--- src/pll_route_pkg.sv ---
// Register map, field layout and reset values for PLL source routing control
package pll_route_pkg;
    // Register indices; byte address is four times the index
    localparam logic [9:0] IDX_POWER_POL = 10'h010;
    localparam logic [9:0] IDX_ANTIBACKLASH = 10'h017;
    localparam logic [9:0] IDX_VCO_CAL = 10'h018;
    localparam logic [9:0] IDX_POST_DIV = 10'h1e0;
    localparam logic [9:0] IDX_ROUTING = 10'h1e1;
    localparam logic [9:0] IDX_COMMIT = 10'h232;
    localparam logic [9:0] IDX_STATUS = 10'h233;
    // Field positions
    localparam int POWER_LSB = 0;
    localparam int POLARITY_BIT = 7;
    localparam int ABL_LSB = 0;
    localparam int CAL_BIT = 0;
    localparam int POST_DIV_LSB = 0;
    localparam int BYPASS_BIT = 0;
    localparam int SRC_VCO_BIT = 1;
    // Field values and reset values
    localparam logic [1:0] POWER_RUN = 2'h0;
    localparam logic [1:0] POWER_ASYNC_PD = 2'h1;
    localparam logic [1:0] POWER_RST = 2'h1;
    localparam logic POLARITY_RST = 1'h0;
    localparam logic [1:0] ABL_RST = 2'h0;
    localparam logic CAL_RST = 1'h0;
    localparam logic [2:0] POST_DIV_RST = 3'h2;
    localparam logic BYPASS_RST = 1'h0;
    localparam logic SRC_VCO_RST = 1'h0;
    localparam logic [7:0] COMMIT_CODE = 8'h01;
    // Antibacklash pulse length is this many clock cycles plus one at field value zero
    localparam int ABL_BASE_CYCLES = 1;
    // AXI responses
    localparam logic [1:0] RESP_OKAY = 2'h0;
    localparam logic [1:0] RESP_SLVERR = 2'h2;
endpackage

--- src/pfd_ctrl_if.sv ---
// Control and result signals between the register block and the phase detector
`timescale 1ns/1ps
interface pfd_ctrl_if;
    logic enable;
    logic invert;
    logic [1:0] abl_width;
    logic up;
    logic down;
    modport ctrl (output enable, output invert, output abl_width, input up, input down);
    modport det (input enable, input invert, input abl_width, output up, output down);
endinterface

--- src/phase_freq_detector.sv ---
// Phase frequency detector with programmable antibacklash overlap
`timescale 1ns/1ps
module phase_freq_detector
    import pll_route_pkg::*;
(
    // Clock and reset
    input wire logic aclk,
    input wire logic aresetn,
    // Divider outputs from the analog side
    input wire logic ref_div_in,
    input wire logic fb_div_in,
    // Control and result
    pfd_ctrl_if.det pfd
);
    logic [1:0] ref_sync_q;
    logic [1:0] fb_sync_q;
    logic ref_last_q;
    logic fb_last_q;
    logic up_q;
    logic down_q;
    logic [2:0] abl_cnt_q;
    logic ref_edge;
    logic fb_edge;

    always_ff @(posedge aclk) begin
        if (!aresetn) begin
            ref_sync_q <= 2'h0;
            fb_sync_q <= 2'h0;
            ref_last_q <= 1'h0;
            fb_last_q <= 1'h0;
        end else begin
            ref_sync_q <= {ref_sync_q[0], ref_div_in};
            fb_sync_q <= {fb_sync_q[0], fb_div_in};
            ref_last_q <= ref_sync_q[1];
            fb_last_q <= fb_sync_q[1];
        end
    end

    assign ref_edge = ref_sync_q[1] & ~ref_last_q;
    assign fb_edge = fb_sync_q[1] & ~fb_last_q;

    // Reference edge pumps up, feedback edge pumps down; both high for the
    // antibacklash time, then both cleared so there is no dead zone
    always_ff @(posedge aclk) begin
        if (!aresetn || !pfd.enable) begin
            up_q <= 1'h0;
            down_q <= 1'h0;
            abl_cnt_q <= 3'h0;
        end else if (up_q && down_q) begin
            if (abl_cnt_q >= 3'(ABL_BASE_CYCLES) + {1'b0, pfd.abl_width}) begin
                up_q <= 1'h0;
                down_q <= 1'h0;
                abl_cnt_q <= 3'h0;
            end else begin
                abl_cnt_q <= abl_cnt_q + 3'h1;
            end
        end else begin
            if (ref_edge) begin
                up_q <= 1'h1;
            end
            if (fb_edge) begin
                down_q <= 1'h1;
            end
        end
    end

    // Negative polarity swaps the pump sense
    assign pfd.up = pfd.invert ? down_q : up_q;
    assign pfd.down = pfd.invert ? up_q : down_q;
endmodule

--- src/pll_clock_source_routing.sv ---
// PLL power, clock source routing and VCO calibration control with AXI4-Lite registers
//
// Implementation choice: the AXI4-Lite slave port.
`timescale 1ns/1ps
module pll_clock_source_routing
    import pll_route_pkg::*;
(
    // Clock and reset
    input wire logic aclk,
    input wire logic aresetn,
    // AXI4-Lite write address and data
    input wire logic [11:0] s_axi_awaddr,
    input wire logic s_axi_awvalid,
    output logic s_axi_awready,
    input wire logic [31:0] s_axi_wdata,
    input wire logic [3:0] s_axi_wstrb,
    input wire logic s_axi_wvalid,
    output logic s_axi_wready,
    // AXI4-Lite write response
    output logic [1:0] s_axi_bresp,
    output logic s_axi_bvalid,
    input wire logic s_axi_bready,
    // AXI4-Lite read
    input wire logic [11:0] s_axi_araddr,
    input wire logic s_axi_arvalid,
    output logic s_axi_arready,
    output logic [31:0] s_axi_rdata,
    output logic [1:0] s_axi_rresp,
    output logic s_axi_rvalid,
    input wire logic s_axi_rready,
    // Divider outputs into the phase detector
    input wire logic ref_div_in,
    input wire logic fb_div_in,
    // Analog loop and distribution controls
    output logic pll_run,
    output logic pll_async_pd,
    output logic [2:0] post_div_ratio,
    output logic div_bypass,
    output logic src_vco,
    output logic pfd_negative,
    output logic [1:0] abl_width,
    output logic vco_cal_start,
    output logic cp_up,
    output logic cp_down
);
    // Staged copies
    logic [1:0] stg_power_q;
    logic stg_pol_q;
    logic [1:0] stg_abl_q;
    logic stg_cal_q;
    logic [2:0] stg_div_q;
    logic stg_bypass_q;
    logic stg_src_q;
    // Active copies
    logic [1:0] act_power_q;
    logic act_pol_q;
    logic [1:0] act_abl_q;
    logic act_cal_q;
    logic [2:0] act_div_q;
    logic act_bypass_q;
    logic act_src_q;
    // Bus state
    logic [11:0] aw_addr_q;
    logic aw_held_q;
    logic [31:0] w_data_q;
    logic [3:0] w_strb_q;
    logic w_held_q;
    logic aw_held_d;
    logic w_held_d;
    logic bvalid_d;
    logic wr_fire;
    logic wr_lane0;
    logic [9:0] wr_idx;
    logic commit;
    pfd_ctrl_if pfd ();

    // Register index from a byte address
    function automatic logic [9:0] word_index(input logic [11:0] addr);
        return addr[11:2];
    endfunction

    function automatic logic is_mapped(input logic [9:0] idx);
        return idx == IDX_POWER_POL || idx == IDX_ANTIBACKLASH || idx == IDX_VCO_CAL ||
            idx == IDX_POST_DIV || idx == IDX_ROUTING || idx == IDX_COMMIT ||
            idx == IDX_STATUS;
    endfunction

    // Post-divider code to ratio; 0 marks an unsupported code
    function automatic logic [2:0] ratio_of(input logic [2:0] code);
        case (code)
            3'h0: return 3'h2;
            3'h1: return 3'h3;
            3'h2: return 3'h4;
            3'h3: return 3'h5;
            3'h4: return 3'h6;
            default: return 3'h0;
        endcase
    endfunction

    // Write channel: address and data accepted in either order
    assign wr_fire = aw_held_q && w_held_q && !s_axi_bvalid;
    assign wr_idx = word_index(aw_addr_q);
    assign wr_lane0 = wr_fire && w_strb_q[0];
    assign commit = wr_lane0 && wr_idx == IDX_COMMIT && w_data_q[7:0] == COMMIT_CODE;

    always_comb begin
        aw_held_d = aw_held_q;
        w_held_d = w_held_q;
        bvalid_d = s_axi_bvalid;
        if (s_axi_awvalid && s_axi_awready) begin
            aw_held_d = 1'h1;
        end
        if (s_axi_wvalid && s_axi_wready) begin
            w_held_d = 1'h1;
        end
        if (wr_fire) begin
            aw_held_d = 1'h0;
            w_held_d = 1'h0;
            bvalid_d = 1'h1;
        end else if (s_axi_bvalid && s_axi_bready) begin
            bvalid_d = 1'h0;
        end
    end

    always_ff @(posedge aclk) begin
        if (!aresetn) begin
            aw_held_q <= 1'h0;
            w_held_q <= 1'h0;
            aw_addr_q <= 12'h0;
            w_data_q <= 32'h0;
            w_strb_q <= 4'h0;
            s_axi_awready <= 1'h0;
            s_axi_wready <= 1'h0;
            s_axi_bvalid <= 1'h0;
            s_axi_bresp <= RESP_OKAY;
        end else begin
            aw_held_q <= aw_held_d;
            w_held_q <= w_held_d;
            s_axi_awready <= !aw_held_d && !bvalid_d;
            s_axi_wready <= !w_held_d && !bvalid_d;
            s_axi_bvalid <= bvalid_d;
            if (s_axi_awvalid && s_axi_awready) begin
                aw_addr_q <= s_axi_awaddr;
            end
            if (s_axi_wvalid && s_axi_wready) begin
                w_data_q <= s_axi_wdata;
                w_strb_q <= s_axi_wstrb;
            end
            if (wr_fire) begin
                s_axi_bresp <= is_mapped(wr_idx) ? RESP_OKAY : RESP_SLVERR;
            end
        end
    end

    // Staging copies take writes; nothing reaches the loop until commit
    always_ff @(posedge aclk) begin
        if (!aresetn) begin
            stg_power_q <= POWER_RST;
            stg_pol_q <= POLARITY_RST;
            stg_abl_q <= ABL_RST;
            stg_cal_q <= CAL_RST;
            stg_div_q <= POST_DIV_RST;
            stg_bypass_q <= BYPASS_RST;
            stg_src_q <= SRC_VCO_RST;
        end else if (wr_lane0) begin
            case (wr_idx)
                IDX_POWER_POL: begin
                    stg_power_q <= w_data_q[POWER_LSB +: 2];
                    stg_pol_q <= w_data_q[POLARITY_BIT];
                end
                IDX_ANTIBACKLASH: stg_abl_q <= w_data_q[ABL_LSB +: 2];
                IDX_VCO_CAL: stg_cal_q <= w_data_q[CAL_BIT];
                IDX_POST_DIV: stg_div_q <= w_data_q[POST_DIV_LSB +: 3];
                IDX_ROUTING: begin
                    stg_bypass_q <= w_data_q[BYPASS_BIT];
                    stg_src_q <= w_data_q[SRC_VCO_BIT];
                end
                default: ;
            endcase
        end
    end

    // All active copies load together on commit
    always_ff @(posedge aclk) begin
        if (!aresetn) begin
            act_power_q <= POWER_RST;
            act_pol_q <= POLARITY_RST;
            act_abl_q <= ABL_RST;
            act_cal_q <= CAL_RST;
            act_div_q <= POST_DIV_RST;
            act_bypass_q <= BYPASS_RST;
            act_src_q <= SRC_VCO_RST;
        end else if (commit) begin
            act_power_q <= stg_power_q;
            act_pol_q <= stg_pol_q;
            act_abl_q <= stg_abl_q;
            act_cal_q <= stg_cal_q;
            act_div_q <= stg_div_q;
            act_bypass_q <= stg_bypass_q;
            act_src_q <= stg_src_q;
        end
    end

    // Loop and routing outputs follow the active copies
    always_ff @(posedge aclk) begin
        if (!aresetn) begin
            pll_run <= POWER_RST == POWER_RUN;
            pll_async_pd <= POWER_RST == POWER_ASYNC_PD;
            post_div_ratio <= ratio_of(POST_DIV_RST);
            div_bypass <= BYPASS_RST;
            src_vco <= SRC_VCO_RST;
            pfd_negative <= POLARITY_RST;
            abl_width <= ABL_RST;
        end else begin
            pll_run <= act_power_q == POWER_RUN;
            pll_async_pd <= act_power_q == POWER_ASYNC_PD;
            post_div_ratio <= ratio_of(act_div_q);
            div_bypass <= act_bypass_q;
            src_vco <= act_src_q;
            pfd_negative <= act_pol_q && !act_src_q;
            abl_width <= act_abl_q;
        end
    end

    // Calibration starts on a committed rise of the calibration bit
    always_ff @(posedge aclk) begin
        if (!aresetn) begin
            vco_cal_start <= 1'h0;
        end else begin
            vco_cal_start <= commit && stg_cal_q && !act_cal_q;
        end
    end

    // Phase detector runs only while the loop is on
    assign pfd.enable = pll_run;
    assign pfd.invert = pfd_negative;
    assign pfd.abl_width = abl_width;

    phase_freq_detector u_pfd (
        .aclk(aclk),
        .aresetn(aresetn),
        .ref_div_in(ref_div_in),
        .fb_div_in(fb_div_in),
        .pfd(pfd)
    );

    always_ff @(posedge aclk) begin
        if (!aresetn) begin
            cp_up <= 1'h0;
            cp_down <= 1'h0;
        end else begin
            cp_up <= pfd.up;
            cp_down <= pfd.down;
        end
    end

    // Read channel: one read at a time, answered the cycle after acceptance
    always_ff @(posedge aclk) begin
        if (!aresetn) begin
            s_axi_arready <= 1'h0;
            s_axi_rvalid <= 1'h0;
            s_axi_rdata <= 32'h0;
            s_axi_rresp <= RESP_OKAY;
        end else if (s_axi_arvalid && s_axi_arready) begin
            s_axi_arready <= 1'h0;
            s_axi_rvalid <= 1'h1;
            s_axi_rresp <= is_mapped(word_index(s_axi_araddr)) ? RESP_OKAY : RESP_SLVERR;
            case (word_index(s_axi_araddr))
                IDX_POWER_POL: s_axi_rdata <= {24'h0, stg_pol_q, 5'h0, stg_power_q};
                IDX_ANTIBACKLASH: s_axi_rdata <= {30'h0, stg_abl_q};
                IDX_VCO_CAL: s_axi_rdata <= {31'h0, stg_cal_q};
                IDX_POST_DIV: s_axi_rdata <= {29'h0, stg_div_q};
                IDX_ROUTING: s_axi_rdata <= {30'h0, stg_src_q, stg_bypass_q};
                IDX_STATUS: s_axi_rdata <= {19'h0, act_abl_q, act_pol_q, act_cal_q,
                    act_div_q, act_src_q, act_bypass_q, act_power_q, cp_down, cp_up};
                default: s_axi_rdata <= 32'h0;
            endcase
        end else if (s_axi_rvalid) begin
            if (s_axi_rready) begin
                s_axi_rvalid <= 1'h0;
                s_axi_arready <= 1'h1;
            end
        end else begin
            s_axi_arready <= 1'h1;
        end
    end

    a_commit_power: assert property (@(posedge aclk) disable iff (!aresetn)
        commit |=> ##1 pll_async_pd == ($past(stg_power_q, 2) == POWER_ASYNC_PD))
        else $error("power state not applied after commit");

    a_power_run: assert property (@(posedge aclk) disable iff (!aresetn)
        pll_run |-> !pll_async_pd && $past(act_power_q) == POWER_RUN)
        else $error("run and power-down both shown");

    a_hold_active: assert property (@(posedge aclk) disable iff (!aresetn)
        !commit |=> $stable(act_div_q) && $stable(act_bypass_q) && $stable(act_src_q)
            && $stable(act_power_q) && $stable(act_cal_q) && $stable(act_pol_q)
            && $stable(act_abl_q))
        else $error("active copy changed without commit");

    a_bypass_route: assert property (@(posedge aclk) disable iff (!aresetn)
        commit |=> ##1 div_bypass == $past(stg_bypass_q, 2))
        else $error("bypass routing wrong after commit");

    a_source_select: assert property (@(posedge aclk) disable iff (!aresetn)
        commit |=> ##1 src_vco == $past(stg_src_q, 2))
        else $error("source select wrong after commit");

    a_ratio_map: assert property (@(posedge aclk) disable iff (!aresetn)
        ##1 (act_div_q == 3'h2) |=> post_div_ratio == 3'h4)
        else $error("code 010b does not give divide-by-4");

    a_cal_start: assert property (@(posedge aclk) disable iff (!aresetn)
        commit && stg_cal_q && !act_cal_q |=> vco_cal_start ##1 !vco_cal_start)
        else $error("calibration start pulse missing");

    a_no_recal: assert property (@(posedge aclk) disable iff (!aresetn)
        vco_cal_start |-> act_cal_q && !$past(act_cal_q))
        else $error("calibration started without a rise");

    a_pol_internal: assert property (@(posedge aclk) disable iff (!aresetn)
        src_vco |-> !pfd_negative)
        else $error("polarity applied with internal VCO");

    a_pump_idle: assert property (@(posedge aclk) disable iff (!aresetn)
        !pll_run [*3] |-> !cp_up && !cp_down)
        else $error("pump active while loop is off");

    a_abl_release: assert property (@(posedge aclk) disable iff (!aresetn)
        pll_run && cp_up && cp_down |-> ##[1:5] !(cp_up && cp_down))
        else $error("antibacklash overlap too long");
endmodule

--- config.mk ---
export PLATFORM = sky130hd
export DESIGN_NAME = pll_clock_source_routing
export DESIGN_NICKNAME = d
export VERILOG_FILES = /design/src/pll_route_pkg.sv /design/src/pfd_ctrl_if.sv /design/src/phase_freq_detector.sv /design/src/pll_clock_source_routing.sv
export SDC_FILE = /design/constraint.sdc
export NUM_CORES = 1
export LEC_CHECK = 0
export ABC_AREA = 1
export BUFFER_PORTS_ARGS = -buffer_cell sky130_fd_sc_hd__buf_2
export CORE_AREA = 2 2 99 101
export CTS_CLUSTER_SIZE = 30
export DETAILED_ROUTE_END_ITERATION = 6
export DIE_AREA = 0 0 101 103
export PLACE_DENSITY_LB_ADDON = 0.1
export SETUP_SLACK_MARGIN = 0.1
export SLEW_MARGIN = 25
export SYNTH_ARGS = -nofsm -noshare
export SYNTH_HDL_FRONTEND = slang
export SYNTH_SLANG_ARGS = --single-unit
--- constraint.sdc ---
create_clock -name aclk -period 1.55 [get_ports aclk]
set_input_delay 0 -clock aclk [delete_from_list [all_inputs] [get_ports aclk]]
set_output_delay 0 -clock aclk [all_outputs]
set_load 0.005 [all_outputs]
# After elaboration in Yosys (flattened, before gate mapping)
# Cells that the tools add are included.
word_totals:
  word_cells: 145
  ff_bits: 110
  in_bits: 69
  out_inout_bits: 54
op_classes:
  addsub: 2
  reduce_logical: 48
  n_eq_ne: 22
  n_bitwise: 5
  muxes: 23
  n_lt_le_gt_ge: 1
ops:
  columns: ["operator", "n"]
  rows:
  - ["13-bit one-hot mux with 6 select lines", 1]
  - ["10-bit by 5-bit == test with 1-bit output (second input constant)", 6]
  - ["10-bit == test (second input constant)", 4]
  - ["10-bit by 9-bit == test with 1-bit output (second input constant)", 4]
  - ["1-bit two-way mux", 18]
  - ["1-bit logical AND", 15]
  - ["3-bit one-hot mux with 5 select lines", 1]
  - ["2-bit AND reduction", 7]
  - ["1-bit logical OR", 13]
  - ["8-bit by 1-bit == test with 1-bit output (second input constant)", 1]
  - ["1-bit zero test", 8]
  - ["3-bit by 2-bit == test with 1-bit output (second input constant)", 2]
  - ["2-bit two-way mux", 2]
  - ["2-bit nonzero test", 2]
  - ["1-bit by 2-bit adder with 3-bit output (first input constant)", 1]
  - ["3-bit by 1-bit adder with 3-bit output (second input constant)", 1]
  - ["3-bit by 1-bit == test with 1-bit output (second input constant)", 1]
  - ["3-bit == test (second input constant)", 1]
  - ["3-bit greater-or-equal comparator", 1]
  - ["3-bit zero test", 1]
  - ["3-bit two-way mux", 1]
  - ["1-bit inverter", 3]
  - ["1-bit bitwise AND", 2]
  - ["2-bit by 1-bit == test with 1-bit output (second input constant)", 1]
  - ["other kinds (4)", 4]

# Depth between registers and ports, before layout
logic_depth:
  ltp_word: 8
  mapped_depth: 9
  depth_no_buf: 9

# Hierarchy
# From an unflattened synthesis, not the netlist that was laid out.
hier_totals:
  cells_unflattened: 525
  hier_area_um2: 3812.4
by_module_without_submodules:
  columns: ["mod", "n_inst", "area_each_um2", "seq_area_each_um2", "cells_per_inst"]
  rows:
  - ["pll_clock_source_routing", 1, 3309.4, 1521.5, 456]
  - ["phase_freq_detector", 1, 503.0, 220.2, 69]

# Worst setup path after synthesis
# OpenSTA, ideal clock, no wires.
synth_timing:
  kind: "reg2reg"
  startpoint: "reg abl_width[0]"
  endpoint: "reg u_pfd.abl_cnt_q[0]"
  setup_time_ps: 70
  required_ps: 1480
  stages_incl_launch_ff: 9
  arrival_time_ps: 1443
  n_path_buf: 0
  period_less_slack_ps: 1514
  path_slack_ps: 36
  cell_sequence: "dfxtp_1 ha_1 inv_1 ha_1 a21oi_1 nor2_1 o21ai_0 nand3_1 a21oi_1"
synth_between:
  elab_chain_cells: 3
synth_rtl:
  columns: ["element", "line_no", "source"]
  rows:
  - ["from (decl)", "pll_clock_source_routing.sv:41", "output logic [1:0] abl_width,"]
  - ["from (signal assigned)", "pll_clock_source_routing.sv:221", "abl_width <= act_abl_q;"]
  - ["1-bit by 2-bit adder with 3-bit output", "phase_freq_detector.sv:50", "if (abl_cnt_q >= 3'(ABL_BASE_CYCLES) + {1'b0, pfd.abl_width}) begin"]
  - ["3-bit greater-or-equal comparator", "phase_freq_detector.sv:50", null]
  - ["3-bit two-way mux", "phase_freq_detector.sv:50", null]
  - ["to (signal assigned)", "phase_freq_detector.sv:55", "abl_cnt_q <= abl_cnt_q + 3'h1;"]
  - ["to (decl)", "phase_freq_detector.sv:21", "logic [2:0] abl_cnt_q;"]
# No other way between the ends.
# A chain may end at the register's enable or synchronous reset.

# Worst setup path after layout
# Same ends and word-level chain as after synthesis.

==> flow_metrics.env <==
export IMPL_status="completed"
export IMPL_clkTransAtPathRegs_ns=0.09
export IMPL_synth_seq_cells=87
export IMPL_ys_seq_area_share_pct=47.4
export IMPL_critical_path_max_stage_delay_ns=0.35
export IMPL_path_cells="ha_4 > inv_2 > ha_4 > a21oi_2 > nor2_1 > o21ai_1 > nand3_2 > a21oi_2"
export IMPL_clock_skew_ns=0.0112
export IMPL_power_density_mw_per_mm2=987
export IMPL_num_io_pins=123
export IMPL_dpl_cell_area_mm2=0.00409
export IMPL_min_period_ns=1.51
export IMPL_drt_iter0_markers=100
export IMPL_routed_wl_um=8290
export IMPL_async_reset_ff_share_pct=0
export IMPL_dpl_cell_count=665
export IMPL_finalNonFillerCells=711
export IMPL_worstHoldEndpoint="s_axi_rresp[1]"
export IMPL_reg2reg_from="abl_width[0]"
export IMPL_synth_cells=491
export IMPL_ir_drop_mv=0.458
export IMPL_grt_start_max_net_pins=69
export IMPL_dr_pass1_iters=5
export IMPL_final_cell_mix="dfxtp_1 (75), nand2_1 (73), buf_2 (70)"
export IMPL_drt_vias_per_instance=4.64
export IMPL_finalWeightedCongestion=0.871
export IMPL_rows=36
export IMPL_synth_top_cell_area_share_pct=47.4
export IMPL_rr_worst_depth=8
export IMPL_crit_start="abl_width[0]"
export IMPL_core_area_mm2=0.00946
export IMPL_worst_path_dominant_cell_family="adder cells"
export IMPL_worstPathRequired_ns=1.84
export IMPL_syn_area_mm2=0.00368
export IMPL_drv_slew=0
export IMPL_grt_pass1_vias=3077
export IMPL_drc_errors=0
export IMPL_critPathKind="flop to flop"
export IMPL_tightest_slew_ns=0.636
export IMPL_timing_rr_end="u_pfd.abl_cnt_q[0]"
export IMPL_hold_path_class="primary input to flop"
export IMPL_synth_area_leaders="dfxtp_1 (47%), nand2_1 (7.6%), nor2_1 (6.8%)"
export IMPL_cts_tree="done"
export IMPL_cp_slowest_cell="dfxtp_2"
export IMPL_p_total_mw=4.64
export IMPL_r2r_slack_ns=0.04
export IMPL_cts_htree_levels=3
export IMPL_portBuffers=70
export IMPL_path_buf_inv=1
export IMPL_synth_area_leader_cell="dfxtp_1"
export IMPL_worstSkewPairLatency_ns=0.36
export IMPL_die_w_um=101
export IMPL_yosysWarningCount=0
export IMPL_fin_crit_sh_pct=97.6
export IMPL_synth_edf_count=0
export IMPL_initial_core_util_pct=38.9
export IMPL_setup_viol=0
export IMPL_cts_sinks=87
export IMPL_hold_viol_final=0
export IMPL_clock_path_buffers=2
export IMPL_worst_hold_path_num_cells=4
export IMPL_grt_pass1_wl_um=13800
export IMPL_synth_avg_cell_area_um2=7.49
export IMPL_layout_drive_gt1_share_pct=23.5
export IMPL_areaGrowthSynthToFinish_pct=27.9
export IMPL_ys_flop_type="dfxtp_1"
export IMPL_detail_route_wl_per_cell_um=11.7
export IMPL_die_height_um=103
export IMPL_vias=3300
export IMPL_final_common_cell="dfxtp_1"
export IMPL_n_antenna_cell=0
export IMPL_fmax_mhz=661
export IMPL_maxCapViolations=0
export IMPL_synth_distinct_cells=32
export IMPL_ant_nets=0
export IMPL_finalInstanceArea_mm2=0.00470
export IMPL_p_leak_nw=2.25
export IMPL_relSlewSlack_pct=57.6
export IMPL_track_usage_pct=16.6
export IMPL_grt_remaining_overflow=0
export IMPL_cts_root_buf="clkbuf_8"
export IMPL_rsz0062_at_grt="true"
export IMPL_path_max_fanout=5
export IMPL_die_area_mm2=0.0104
export IMPL_endpoint_kind="flop"
export IMPL_start_kind="flop"
export IMPL_cp_data_arrival_time_ns=1.80
export IMPL_hpwlAfterDp_um=5810
export IMPL_numCtsBuffers=9
export IMPL_antenna_found_initial=0
export IMPL_min_from="s_axi_araddr[3]"
export IMPL_nets=667
==> how the worst max path moves through the flow <==
stage	to	slack (ns)	depth (start not counted)
after floorplan	u_pfd.abl_cnt_q[0]	0.14	8
after global placement	u_pfd.abl_cnt_q[0]	0.03	8
after detailed placement	u_pfd.abl_cnt_q[0]	-0.0004	8
after global routing	u_pfd.abl_cnt_q[0]	-0.08	9
after CTS	u_pfd.abl_cnt_q[0]	0.06	8
final	u_pfd.abl_cnt_q[0]	0.04	8
==> layout make-up <==
cell class | instances | area [µm²]
timing repair buffer | 106 | 684
inverter | 68 | 258
clock inverter | 6 | 118
multi-input combinational | 321 | 1620
clock buffer | 9 | 124
tap | 114 | 143
fill | 961 | 4760
sequential | 87 | 1760
==> where the power goes <==
group / internal (mW) / switching, mW / total (mW) / leakage, nW
combinational: 0.163 / 0.224 / 0.388 / 1.42
sequential: 2.30 / 0.0417 / 2.34 / 0.712
clock: 1.08 / 0.834 / 1.91 / 0.117
total: 3.54 / 1.10 / 4.64 / 2.25
==> kinds of logic (layout without fill, tap and decap cells) <==
logic type / count (synthesis) / count (layout) / share of synthesized area, %
other cells: 1 / 21 / 0.102
xor+xnor: 1 / 1 / 0.238
mux: 1 / 1 / 0.272
compound gates: 95 / 95 / 13.6
buf+inv: 103 / 189 / 13.0
flops: 87 / 87 / 47.4
fa+ha+maj: 5 / 5 / 1.70
simple gates: 198 / 198 / 23.7
==> flip-flops by register name, indices dropped and copies added, names as in the netlist, 2 cells and up <==
| signal | count |
|---|---|
| abl_width | 2 |
| u_pfd.ref_sync_q | 2 |
| stg_power_q | 2 |
| w_data_q | 8 |
| u_pfd.fb_sync_q | 2 |
| u_pfd.abl_cnt_q | 3 |
| s_axi_rdata | 13 |
| act_power_q | 2 |
| act_div_q | 3 |
| post_div_ratio | 3 |
| stg_abl_q | 2 |
| stg_div_q | 3 |
| aw_addr_q | 10 |
| act_abl_q | 2 |
==> tightest hold or removal path: stages <==
cell      delay [ns]
buf_2           0.12
nand3_1         0.08
o221ai_1        0.16
a21oi_1         0.05
==> routing by layer <==
layer	vias up	wire [µm]	GRT usage, %
met5	-	0	0
li1	1741	-	-
met4	0	141	6.24
met1	1468	3890	20.8
met3	13	397	3.39
met2	78	3860	28.2
==> Yosys cell counts, types with 2 or more instances <==
cell type,count
o31ai_1,3
inv_2,3
nand4_1,6
o21ai_1,11
nor2_1,67
dfxtp_1,87
nor3_1,9
buf_1,2
clkbuf_1,7
nand3_1,31
nor2_4,2
buf_4,21
nand2_1,74
o21ai_0,40
o211ai_1,4
inv_1,65
a21oi_1,34
ha_1,5
nor2_2,4
buf_2,4
==> through the flow <==
stage / hold WS [ns] / TNS (ns) / setup slack, ns / util, %
floorplan: 0.0976 / 0 / 0.139 / -
global placement: 0.183 / 0 / 0.0274 / 43.2
detailed placement: 0.184 / -0.000368 / -0.000368 / 43.2
CTS: 0.0883 / 0 / 0.0580 / 48.4
global route: 0.136 / -0.211 / -0.0782 / 49.7
finish: 0.0949 / 0 / 0.0371 / 49.7
==> what timing repair did <==
| item | CTS | global route |
|---|---|---|
| gates cloned | 0 | 1 |
| setup endpoints to repair | 6 | 35 |
| buffers inserted | 0 | 6 |
| hold buffers | 24 | 0 |
| endpoints found under the hold margin | 24 | 0 |
| pin swaps | 3 | 16 |
| resized for setup | 3 | 28 |
(Power assumes the default switching activity.)
